$ cat config.mk
export PLATFORM = sky130hd
export DESIGN_NAME = tccu_top
export DESIGN_NICKNAME = d
export VERILOG_FILES = /design/src/verilog/tccu_pkg.sv /design/src/verilog/tccu_top.sv
export SDC_FILE = /design/constraint.sdc
export NUM_CORES = 1
export LEC_CHECK = 0
export ABC_AREA = 1
export BUFFER_PORTS_ARGS = -buffer_cell sky130_fd_sc_hd__buf_2
export CAP_MARGIN = 15
export CORE_MARGIN = 10
export CORE_UTILIZATION = 40
export DETAILED_ROUTE_END_ITERATION = 10
export GPL_ROUTABILITY_DRIVEN = 1
export HOLD_SLACK_MARGIN = 0.02
export SYNTH_ARGS = -nofsm -noshare
export SYNTH_HDL_FRONTEND = slang
export SYNTH_SLANG_ARGS = --single-unit
$ cat constraint.sdc
create_clock -name core_clk -period 7.3 [get_ports core_clk]
set_input_delay 2.19 -clock core_clk [delete_from_list [all_inputs] [get_ports core_clk]]
set_output_delay 2.19 -clock core_clk [all_outputs]
set_load 0.1 [all_outputs]
$ cat src/verilog/tccu_pkg.sv
// tccu_pkg: register map, field positions, reset values and machine-cycle
// states shared by the timer capture/compare block.
// assumes an 8-bit special function register address space.
package tccu_pkg;

    localparam int TCCU_AW = 8;
    localparam int TCCU_DW = 8;

    // register addresses
    localparam logic [7:0] ADDR_IRQ_FLAGS = 8'hc8;
    localparam logic [7:0] ADDR_TIMER_CTRL = 8'hc9;
    localparam logic [7:0] ADDR_SET_EN = 8'hc0;
    localparam logic [7:0] ADDR_RT_EN = 8'hc1;
    localparam logic [7:0] ADDR_OUT_PORT = 8'hc2;
    localparam logic [7:0] ADDR_EDGE_SEL = 8'heb;
    localparam logic [7:0] ADDR_IRQ_PRIO = 8'hf8;
    // compare regs 0..2 at d0..d5, capture regs 0..3 at e0..e7, low byte even
    localparam logic [4:0] ADDR_CMP_BLOCK = 5'h1a;
    localparam logic [4:0] ADDR_CAP_BLOCK = 5'h1c;

    // field positions
    localparam int FLAG_WIDE_OVF_BIT = 7;
    localparam int FLAG_MATCH0_BIT = 4;
    localparam int FLAG_CAP0_BIT = 0;
    localparam int CTRL_BYTE_OVF_BIT = 4;
    localparam int TOGGLE_LO_BIT = 6;
    localparam int HW_SET_BITS = 6;

    // reset values
    localparam logic [7:0] RST_BYTE = 8'h00;
    localparam logic [15:0] RST_WORD = 16'h0000;
    localparam logic [1:0] RST_TOGGLE = 2'h3;

    // capture channels whose flag is set in S4 rather than S6
    localparam int EARLY_CAP_CHANNELS = 2;

    typedef enum logic [2:0] {
        ST_S1, ST_S2, ST_S3, ST_S4, ST_S5, ST_S6
    } tccu_state_t;

endpackage

$ cat src/verilog/tccu_top.sv
// tccu_top: capture/compare logic around a 16-bit timer, with the output
// port latch, its toggle flip-flops, the interrupt flags and priorities.
// assumes the timer counter lives outside: it presents its value, a tick
// in the S1 state after each increment, and overflow pulses in a cycle.
// one core_clk period is one state; six states form one machine cycle.
//
// Our own choice: the strobed register port.
`timescale 1ns/100ps
`default_nettype none

module tccu_top
    import tccu_pkg::*;
#(
    parameter int TIMER_W = 16,
    parameter int NUM_CAP = 4,
    parameter int NUM_CMP = 3
) (
    input wire logic core_clk,
    input wire logic reset,
    input wire logic [TCCU_AW-1:0] addr,
    input wire logic [TCCU_DW-1:0] wr_data,
    input wire logic wr_en,
    input wire logic rd_en,
    output logic [TCCU_DW-1:0] rd_data,
    input wire logic [TIMER_W-1:0] timer_value,
    input wire logic timer_tick,
    input wire logic byte_overflow,
    input wire logic wide_overflow,
    input wire logic capture_input_0,
    input wire logic capture_input_1,
    input wire logic capture_input_2,
    input wire logic capture_input_3,
    output logic [7:0] output_port,
    output logic [7:0] timer_irq_flags,
    output logic byte_overflow_flag,
    output logic [7:0] timer_irq_priority
);

    // machine-cycle state sequencer
    tccu_state_t state_r;
    tccu_state_t state_nxt;

    always_comb begin
        unique case (state_r)
            ST_S1: state_nxt = ST_S2;
            ST_S2: state_nxt = ST_S3;
            ST_S3: state_nxt = ST_S4;
            ST_S4: state_nxt = ST_S5;
            ST_S5: state_nxt = ST_S6;
            ST_S6: state_nxt = ST_S1;
            default: state_nxt = ST_S1;
        endcase
    end

    always_ff @(posedge core_clk) begin
        if (reset) begin
            state_r <= ST_S1;
        end else begin
            state_r <= state_nxt;
        end
    end

    wire in_s1 = (state_r == ST_S1);
    wire in_s4 = (state_r == ST_S4);
    wire in_s5 = (state_r == ST_S5);
    wire in_s6 = (state_r == ST_S6);

    // register decode
    wire wr_flags = wr_en && (addr == ADDR_IRQ_FLAGS);
    wire wr_ctrl = wr_en && (addr == ADDR_TIMER_CTRL);
    wire wr_ste = wr_en && (addr == ADDR_SET_EN);
    wire wr_rte = wr_en && (addr == ADDR_RT_EN);
    wire wr_port = wr_en && (addr == ADDR_OUT_PORT);
    wire wr_edge = wr_en && (addr == ADDR_EDGE_SEL);
    wire wr_prio = wr_en && (addr == ADDR_IRQ_PRIO);
    wire cmp_sel = (addr[7:3] == ADDR_CMP_BLOCK) && (addr[2:1] != 2'h3);
    wire cap_sel = (addr[7:3] == ADDR_CAP_BLOCK);
    wire [1:0] reg_idx = addr[2:1];
    wire hi_byte = addr[0];

    logic [7:0] edge_sel_r;
    logic [HW_SET_BITS-1:0] set_en_r;
    logic [7:0] rt_en_r;
    logic [7:0] prio_r;
    logic [7:0] flags_r;
    logic [7:0] ctrl_r;
    logic [7:0] port_r;
    logic [1:0] toggle_r;
    logic [TIMER_W-1:0] cmp_r [NUM_CMP];
    logic [TIMER_W-1:0] cap_r [NUM_CAP];

    // capture inputs: sampled once per machine cycle
    wire [NUM_CAP-1:0] cap_in = {capture_input_3, capture_input_2,
                                 capture_input_1, capture_input_0};
    logic [NUM_CAP-1:0] samp_r;
    logic [NUM_CAP-1:0] prev_r;
    logic [NUM_CAP-1:0] cap_hit;
    logic [NUM_CAP-1:0] cap_flag_set;

    always_ff @(posedge core_clk) begin
        if (reset) begin
            samp_r <= '0;
            prev_r <= '0;
        end else if (in_s1) begin
            samp_r <= cap_in;
            prev_r <= samp_r;
        end
    end

    genvar gi;
    generate
        for (gi = 0; gi < NUM_CAP; gi++) begin : g_cap
            wire rise = samp_r[gi] && !prev_r[gi];
            wire fall = !samp_r[gi] && prev_r[gi];
            assign cap_hit[gi] = (rise && edge_sel_r[2*gi])
                || (fall && edge_sel_r[2*gi+1]);
            // early channels flag in S4, the rest in S6
            assign cap_flag_set[gi] = cap_hit[gi]
                && ((gi < EARLY_CAP_CHANNELS) ? in_s4 : in_s6);

            always_ff @(posedge core_clk) begin
                if (reset) begin
                    cap_r[gi] <= RST_WORD;
                end else if (cap_hit[gi] && in_s6) begin
                    cap_r[gi] <= timer_value;
                end
            end
        end
    endgenerate

    // compare: match found in S1 after an increment, acted on next cycle
    logic [NUM_CMP-1:0] match_r;
    logic [NUM_CMP-1:0] match_d_r;
    logic [NUM_CMP-1:0] match_now;

    generate
        for (gi = 0; gi < NUM_CMP; gi++) begin : g_cmp
            assign match_now[gi] = timer_tick
                && (timer_value == cmp_r[gi]);

            always_ff @(posedge core_clk) begin
                if (reset) begin
                    cmp_r[gi] <= RST_WORD;
                end else if (wr_en && cmp_sel && (reg_idx == gi)) begin
                    if (hi_byte) begin
                        cmp_r[gi][15:8] <= wr_data;
                    end else begin
                        cmp_r[gi][7:0] <= wr_data;
                    end
                end
            end
        end
    endgenerate

    always_ff @(posedge core_clk) begin
        if (reset) begin
            match_r <= '0;
            match_d_r <= '0;
        end else if (in_s1) begin
            match_r <= match_now;
            match_d_r <= match_r;
        end
    end

    // port modification by hardware, applied in S5 of the cycle after a match
    wire [5:0] hw_set = set_en_r & {6{match_d_r[0]}};
    wire [5:0] hw_clr = rt_en_r[5:0] & {6{match_d_r[1]}};
    wire [1:0] hw_tog = rt_en_r[7:6] & {2{match_d_r[2]}};
    wire hw_apply = in_s5;
    wire [7:0] hw_mask = hw_apply ? {hw_tog, hw_set | hw_clr} : 8'h00;
    // clear beats set on the same bit
    wire [5:0] hw_low = (port_r[5:0] | hw_set) & ~hw_clr;
    wire [1:0] hw_high = (hw_tog & toggle_r) | (~hw_tog & port_r[7:6]);

    // software port writes wait for the next S1; bits touched by hardware
    // in the same machine cycle are dropped so the compare result stands
    logic [7:0] sw_val_r;
    logic [7:0] sw_mask_r;
    logic [7:0] hw_cyc_r;

    always_ff @(posedge core_clk) begin
        if (reset) begin
            hw_cyc_r <= RST_BYTE;
        end else if (in_s1) begin
            hw_cyc_r <= RST_BYTE;
        end else begin
            hw_cyc_r <= hw_cyc_r | hw_mask;
        end
    end

    wire [7:0] sw_block = hw_cyc_r | hw_mask;

    always_ff @(posedge core_clk) begin
        if (reset) begin
            sw_val_r <= RST_BYTE;
            sw_mask_r <= RST_BYTE;
        end else if (wr_port) begin
            sw_val_r <= wr_data;
            sw_mask_r <= ~sw_block;
        end else if (in_s1) begin
            sw_mask_r <= RST_BYTE;
        end else begin
            sw_mask_r <= sw_mask_r & ~hw_mask;
        end
    end

    wire [7:0] port_sw = (sw_val_r & sw_mask_r) | (port_r & ~sw_mask_r);

    always_ff @(posedge core_clk) begin
        if (reset) begin
            port_r <= RST_BYTE;
            toggle_r <= RST_TOGGLE;
        end else if (hw_apply) begin
            port_r <= {hw_high, hw_low};
            toggle_r <= toggle_r ^ hw_tog;
        end else if (in_s1) begin
            port_r <= port_sw;
        end
    end

    // interrupt flags; a hardware set wins over a software clear
    logic ovf_byte_pend_r;
    logic ovf_wide_pend_r;

    always_ff @(posedge core_clk) begin
        if (reset) begin
            ovf_byte_pend_r <= 1'b0;
            ovf_wide_pend_r <= 1'b0;
        end else if (in_s6) begin
            ovf_byte_pend_r <= 1'b0;
            ovf_wide_pend_r <= 1'b0;
        end else begin
            ovf_byte_pend_r <= ovf_byte_pend_r | byte_overflow;
            ovf_wide_pend_r <= ovf_wide_pend_r | wide_overflow;
        end
    end

    wire wide_set = in_s6 && (ovf_wide_pend_r || wide_overflow);
    // a wide overflow is also a low-byte overflow
    wire byte_set = in_s6 && (ovf_byte_pend_r || byte_overflow
        || ovf_wide_pend_r || wide_overflow);
    wire [2:0] match_set = in_s6 ? match_d_r : 3'h0;

    wire [7:0] flag_set = {wide_set, match_set, cap_flag_set};
    wire [7:0] flags_nxt = (wr_flags ? wr_data : flags_r) | flag_set;
    wire [7:0] ctrl_set = {3'h0, byte_set, 4'h0};
    wire [7:0] ctrl_nxt = (wr_ctrl ? wr_data : ctrl_r) | ctrl_set;

    always_ff @(posedge core_clk) begin
        if (reset) begin
            flags_r <= RST_BYTE;
            ctrl_r <= RST_BYTE;
            edge_sel_r <= RST_BYTE;
            set_en_r <= '0;
            rt_en_r <= RST_BYTE;
            prio_r <= RST_BYTE;
        end else begin
            flags_r <= flags_nxt;
            ctrl_r <= ctrl_nxt;
            if (wr_edge) begin
                edge_sel_r <= wr_data;
            end
            if (wr_ste) begin
                set_en_r <= wr_data[HW_SET_BITS-1:0];
            end
            if (wr_rte) begin
                rt_en_r <= wr_data;
            end
            if (wr_prio) begin
                prio_r <= wr_data;
            end
        end
    end

    // read path
    wire [TIMER_W-1:0] cmp_word = (reg_idx == 2'h0) ? cmp_r[0]
        : (reg_idx == 2'h1) ? cmp_r[1] : cmp_r[2];
    wire [TIMER_W-1:0] cap_word = (reg_idx == 2'h0) ? cap_r[0]
        : (reg_idx == 2'h1) ? cap_r[1]
        : (reg_idx == 2'h2) ? cap_r[2] : cap_r[3];
    wire [7:0] ste_view = {toggle_r, set_en_r};
    wire [7:0] rd_mux =
        (addr == ADDR_IRQ_FLAGS) ? flags_r
        : (addr == ADDR_TIMER_CTRL) ? ctrl_r
        : (addr == ADDR_SET_EN) ? ste_view
        : (addr == ADDR_RT_EN) ? rt_en_r
        : (addr == ADDR_OUT_PORT) ? port_r
        : (addr == ADDR_EDGE_SEL) ? edge_sel_r
        : (addr == ADDR_IRQ_PRIO) ? prio_r
        : cmp_sel ? (hi_byte ? cmp_word[15:8] : cmp_word[7:0])
        : cap_sel ? (hi_byte ? cap_word[15:8] : cap_word[7:0])
        : RST_BYTE;

    logic [7:0] rd_data_r;

    // read data shows the flags as they stand at the read edge, so a
    // capture flagged in S4 is visible to an S5 read two states before an
    // S6 flag would be
    always_ff @(posedge core_clk) begin
        if (reset) begin
            rd_data_r <= RST_BYTE;
        end else if (rd_en) begin
            rd_data_r <= rd_mux;
        end else begin
            rd_data_r <= RST_BYTE;
        end
    end

    assign rd_data = rd_data_r;
    assign output_port = port_r;
    assign timer_irq_flags = flags_r;
    assign byte_overflow_flag = ctrl_r[CTRL_BYTE_OVF_BIT];
    assign timer_irq_priority = prio_r;

endmodule // tccu_top

`default_nettype wire

==> impl_results.md, run 1 <==
- Initial antenna violation count: 0
- Yosys cell types: between 40 and 50
- Largest net degree at the start of global routing: 44
- Post-Place Setup Slack: roughly 2600 ps
- Drt wl/cell: about 21 µm
- Setup crit start: addr[0]
- Combinational Power Share: 0.082
- Post-synthesis sequential area ratio: 0.5293
- Slew Viols, Final: 0
- Clock tree sinks: between 200 and 250
- Chip width: around 180 µm
- Leak: 0.004779 µW
- Final Hold Vio Count: 0
- Flop pwr share: 0.488
- Area of the mapped netlist: 0.01040 mm²
- Min-Delay Path Class: flop to flop
- Worst Setup Path Type: input port to flop
- Area delta synth->final: 13.45%
- Port Buf Inserts: 75
- ANT cells: 0
- Setup violators final: 0
- Overall Global Routing Usage: 0.2021
- Commonest cells post-synth: 264 x nand2_1, 169 x nor2_1, 112 x edfxtp_1
- Vias in the first global route: around 8500
- Synthesized area per cell: between 8 and 9 µm²
- Reg2Reg Launch Point: state_r[2]
- Cts hold-fix bufs: 0
- Main flop type after synthesis: edfxtp_1
- Synth warn: 0
- TritonCTS Buffers: 25
- CP required: about 7700 ps
- Met3 Usage GRT: 0.03497
- Core area: 0.02540 mm²
- Ports: 76
- Period utilisation layout: 0.5695
- NumNets Final: 1364
- Top cells by area, synth: edfxtp_1 32%, dfxtp_1 21%, nand2_1 9.5%, nor2_1 6.1%, a21oi_1 5.3%
- Post-detail-place hpwl: between 20000 and 30000 µm
- Clock group share of total power: 0.430
- Die height: between 150 and 200 µm
- Placer Congestion: ~0.93
- Met1 Track Usage GR: 0.2689
- Final Cell Area: 0.01180 mm²
- Vias/cell: approximately 5.5
- P_int: a little over 2000 µW
- Worst Tran Pin Value: between 800 and 900 ps
- Bufs on Longest Clock Path: 3
- Max_cap viols: 0
- Synth Register Bits: 219
- CP Launch Type: input port
- # rows: 58
- Cell Pwr Density: between 200 and 250 mW/mm²
- Min-delay src: hw_cyc_r[0]
- Number of synthesized flops with an enable pin: 112
- Level count of the clock H-tree: 1
- Final WS setup: between 3000 and 4000 ps
- Setup_tns: 0 ps
- Antenna-violating nets left: 0
- Worst-skew pair later-pin latency: between 500 and 600 ps
- Most frequent cell after synthesis: nand2_1
- Status: completed
- VDD IR max: 0.1556 mV
- Syn Inst Count: 1260
- TritonCTS clock tree: built
- Via count: 9199
- Die area: 0.03285 mm²
- Layout cells sized above 1: 0.1306
- RSZ-0062 raised after global routing: no
- Drc violations: 0
- Drt initial violations: between 1000 and 1500
- Post-CTS Resized: 0
- Dpl cell area: between 0.01 and 0.015 mm²
- Initial Util: 0.4095
- Syn Nets: around 1300
- First-pass GRT wire length: a little over 50000 µm
- Routed wire length: roughly 35000 µm
- Finished Layout Cells: approximately 1700
- Asr flop ratio synth: 0
- Grt ovf: 0
- Root buf cell: clkbuf_16
- Placed insts: 1624
- Synth area leader: edfxtp_1
- Post-CTS Setup Bufs: 0
- CP arrival: ~4600 ps
- Share of the synthesized area in the top cell type: 0.3233
- Clock-pin slew on the worst setup and hold paths: approximately 60 ps
- Sw Pwr: 708.8 µW
- Top Usage Layer GRT: met2
- Sw Share: 0.2552
- Detailed Routing Iterations Pass 1: 8
- Met2 GRT Util: 0.3207
- Max_slew headroom: 0.4068
- Fin crit period: 4158 ps
- Max Clk Rate: approximately 0.24 GHz
- Crit end category: flop
- Final Skew: between 10 and 15 ps
- Max FO, Critical Path: 25
-- cells by family (layout without fill, tap and decap cells) --
kind of cell              Yosys count  count (layout)  synth area share
AOI/OAI and AO/OA                 233             233            0.1201
xor gates and xnor gates           25              25           0.02105
buffers and inverters             178             258           0.06821
DFF                               219             219            0.5293
and+or+nand+nor                   605             605            0.2614
-- final cells by class --
class | instances | area [µm²]
Sequential cell | 219 | 5505
Tap cell | 330 | 412.9
Clock buffer | 37 | 721.9
Multi-Input combinational cell | 863 | 4187
Clock inverter | 9 | 53.80
Inverter | 129 | 484.2
Fill cell | 2485 | 13600
Timing Repair Buffer | 83 | 435.4
-- per-layer routing --
metal  up-vias  wire length [µm]
met5         -                 0
met2       460             15920
li1       4346                 -
met4         0              1243
met3        78              2947
met1      4315             14690
-- flip-flops by register name (all words and copies together), names as in the netlist, 3 cells and up, named ones only --
name and flops:
cap_r 64, cmp_r 48, ctrl_r 8, edge_sel_r 8, hw_cyc_r 8, match_d_r 3
match_r 3, prev_r 4, rd_data 8, rt_en_r 8, samp_r 4, set_en_r 6
state_r 3, sw_mask_r 8, sw_val_r 8, timer_irq_flags 8, timer_irq_priority 8
-- through the flow --
stage | util | power [µW] | hold WS, ps
3_5_place_dp | 0.4340 | 1604 | 446.5
5_1_grt | 0.4646 | 2861 | 477.8
4_1_cts | 0.4646 | 2788 | 460.7
3_3_place_gp | 0.4337 | 1603 | 438.3
6_report | 0.4646 | 2778 | 454.0
2_1_floorplan | - | 1512 | 427.0
-- cells in the final DEF, fill, tap and decap left out, types with 5 or more instances in the layout --
cell       netlist  routed
dfxtp_1        107     107
or2_2           13      13
nand3_2          6       6
nor2_4           7       7
xor2_1          16      16
nand3_1         94      94
clkbuf_16        0      26
clkinv_1         9       9
nor2_1         169     169
buf_2           21      75
nor4_1           5       5
inv_1          110     109
nor3_1           8       8
xnor2_1          9       9
o21ai_0         90      88
a21oi_1        111     111
o211ai_1         8       8
nand4_1         22      22
nand2_1        264     264
buf_4            2       8
inv_2           10      11
o22ai_1          7       7
clkinv_2         0       6
clkbuf_1        24       8
edfxtp_1       112     112
-- power groups by stage --
| stage | Sequential (µW) | Clock (µW) | Combinational (µW) |
|---|---|---|---|
| after floorplan | 1380 | 0 | 136 |
| after global placement | 1380 | 0 | 222 |
| after detailed placement | 1380 | 0 | 223 |
| after CTS | 1350 | 1210 | 224 |
| after global routing | 1360 | 1260 | 247 |
| final | 1360 | 1200 | 227 |
-- worst max-delay path: stages --
cell and delay (ps):
buf_2 470, inv_2 400, nor4_4 790, nand2_2 260
nand2_1 120, o21ai_1 60, o31ai_1 200, inv_1 50
-- worst paths after layout --
path                  end  slack [ps]  depth (start not counted)
max             ctrl_r[4]        3140                          8
max reg2reg  cap_r[2][15]        4630                          6
min reg2reg   hw_cyc_r[0]         450                          2
min           hw_cyc_r[0]         450                          2
Note: power is estimated with default switching activity, not from simulation.
==> run 2, diff against run 1 <==
- clock period: 7.3 -> 4.2 ns (I/O delays scaled with it)
==> impl_results.md, run 2 (synthesis results as in run 1) <==
- Crit-path leading delay family: simple AND/OR/NAND/NOR gates (unchanged)
- Max Clk Rate: approximately 0.33 GHz
- CP required: 4620 ps (was 7720 ps)
- Commonest non-fill, non-tap cell in the layout: nand2_1 (unchanged)
- TritonCTS Buffers: 24 (was 25)
- Met2 GRT Util: 0.3301 (was 0.3207)
- Drt wl/cell: 20.67 µm (was 20.83 µm)
- WP depth: 11 (was 8)
- Worst-skew pair later-pin latency: 530 ps (about the same)
- Critical path's largest stage delay: 510 ps (was 790 ps)
- Post-CTS Setup Bufs: 0 (unchanged)
- Crit end category: flop (unchanged)
- Top Registers: cap_r (64), cmp_r (48) (unchanged)
- Initial Util: 0.4095 (unchanged)
- Min Hold Slack: 452.3 ps (was 454.0 ps)
- Cts hold-fix bufs: 0 (unchanged)
- Period utilisation layout: 0.7182
- Bufs on Longest Clock Path: 3 (unchanged)
- Root buf cell: clkbuf_16 (unchanged)
- Setup slack, reg-to-reg: 1570 ps (was 4630 ps)
- Worst Tran Pin Value: 1081 ps (was 887.1 ps)
- Level count of the clock H-tree: 1 (unchanged)
- Clock tree sinks: 219 (unchanged)
- Routed wire length: 34750 µm (was 34790 µm)
- Initial antenna violation count: 0 (unchanged)
- Max_slew headroom: 0.2766 (was 0.4068)
- CP Launch Type: input port (unchanged)
- Min-Delay Path Class: flop to flop (unchanged)
- Core area: 0.02540 mm² (unchanged)
- Worst reg2reg path depth: 6 (unchanged)
- Via count: 9181 (was 9199)
- Chip width: 181.3 µm (unchanged)
- Clock-pin slew on the worst setup and hold paths: 60 ps (about the same)
- Leak: 0.004842 µW (was 0.004779 µW)
- Post-CTS Resized: 0 (unchanged)
- RSZ-0062 raised after global routing: no (unchanged)
- Layout cells sized above 1: 0.1377 (was 0.1306)
- Worst Setup Path Type: input port to flop (unchanged)
- Ports: 76 (unchanged)
- Vias in the first global route: 8587 (was 8514)
- Max_cap viols: 0 (unchanged)
- Detailed Routing Iterations Pass 1: 6 (was 8)
- Fill count: 2552 (was 2485)
- Final Skew: 18.58 ps (was 13.01 ps)
- Status: completed (unchanged)
- Commonest non-fill, non-tap cells in the layout: 264 x nand2_1, 169 x nor2_1, 112 x edfxtp_1 (unchanged)
- Met1 Track Usage GR: 0.2720 (was 0.2689)
- Worst path slowest cell: buf_2 (was nor4_4)
- Most flops, register: cap_r (unchanged)
- Die height: 181.3 µm (unchanged)
- Max FO, Critical Path: 32 (was 25)
- Post-Place Setup Slack: 736.3 ps (was 2594 ps)
- NumNets Final: 1377 (was 1364)
- Min-delay src: hw_cyc_r[4] (was hw_cyc_r[0])
- Total Power: 4836 µW (was 2778 µW)
- # rows: 58 (unchanged)
- CP arrival: 3440 ps (was 4580 ps)
- CP endpoint: rd_data[6] (was ctrl_r[4])
- CP cell instances: buf_2 > inv_2 > nand2_2 > buf_4 > o211ai_1 > nand3_1 > nand3_1 > nor2_1 > nand4_1 > nor2_1 > nor2_1 (was buf_2 > inv_2 > nor4_4 > nand2_2 > nand2_1 > o21ai_1 > o31ai_1 > inv_1)
- TritonCTS clock tree: built (unchanged)
- Largest net degree at the start of global routing: 35 (was 44)
- Setup_tns: 0 ps (unchanged)
- Port Buf Inserts: 75 (unchanged)
- Reg2Reg Launch Point: state_r[1] (was state_r[2])
- Vias/cell: 5.462 (was 5.508)
- Die area: 0.03285 mm² (unchanged)
- ANT cells: 0 (unchanged)
- VDD IR max: 0.2443 mV (was 0.1556 mV)
- Top Usage Layer GRT: met2 (unchanged)
- First-pass GRT wire length: 52410 µm (was 51970 µm)
- Cell Pwr Density: 406.5 mW/mm² (was 235.4 mW/mm²)
- Reg2reg end: hw_cyc_r[1] (was cap_r[2][15])
- Drc violations: 0 (unchanged)
- Grt ovf: 0 (unchanged)
- Final WS setup: 1183 ps (was 3142 ps)
- Max FFs per register: 64 (unchanged)
- Area delta synth->final: 14.37% (was 13.45%)
- Final Hold Vio Count: 0 (unchanged)
- Antenna-violating nets left: 0 (unchanged)
- CP most frequent cell: nor2_1
- Fin crit period: roughly 3000 ps
- Met3 Usage GRT: 0.02737 (was 0.03497)
- Placer Congestion: 0.9442 (was 0.9317)
- Final Util: 0.4684 (was 0.4646)
- WP buf/inv: 3 (unchanged)
- Overall Global Routing Usage: 0.2039 (was 0.2021)
- Setup crit start: addr[2] (was addr[0])
- Post-detail-place hpwl: 25500 µm (was 25230 µm)
- Setup violators final: 0 (unchanged)
- Drt initial violations: 1125 (was 1292)
- Slew Viols, Final: 0 (unchanged)
## run 2: changes by cell type in the layout (fill, tap and decap cells not counted), sizes merged
cell      previous run  this run
bufinv               0         2
inv                121       120
clkinvlp             2         1
clkbuf              37        34
buf                 83        97
## run 2: worst min path at each step
stage	to	slack (ps)	cells after the start
after floorplan	hw_cyc_r[0]	430	2
after global placement	hw_cyc_r[3]	440	2
after detailed placement	hw_cyc_r[4]	440	2
after CTS	hw_cyc_r[4]	460	2
after global routing	hw_cyc_r[5]	490	2
final	hw_cyc_r[4]	450	2
## run 2: where the power goes
group,total (µW),switching (µW),internal (µW),leakage [µW]
Sequential,2350,46.1,2310,0.00198
Clock,2080,865,1220,0.000374
Combinational,401,300,101,0.00249
## run 2: through the flow
stage	instances	instance area, µm²
after floorplan	1260	10400
after global placement	1638	11130
after detailed placement	1638	11130
after CTS	1681	11900
after global routing	1681	11900
final	1681	11900
## run 2: layer usage
layer	share of wire	routed length, µm	vias up
li1	-	-	4365
met1	0.43	14800	4340
met2	0.47	16230	398
met3	0.073	2548	78
met4	0.034	1175	0
met5	0	0	-
## run 2: final cells by class
| class | instances | area (µm²) | share of cell area |
|---|---|---|---|
| flip-flops and latches | 219 | 5505 | 0.4628 |
| inverters | 129 | 484.2 | 0.04070 |
| clock buffers | 34 | 658.1 | 0.05532 |
| well taps | 330 | 412.9 | 0.03471 |
| clock inverters | 9 | 108.9 | 0.009150 |
| repair buffers | 97 | 540.5 | 0.04544 |
| multi-input cells | 863 | 4187 | 0.3519 |
## run 2: worst min-delay path: stages, from the launching register on
cell     delay (ps)
dfxtp_1         300
nor2_1           50
nor2_1           70
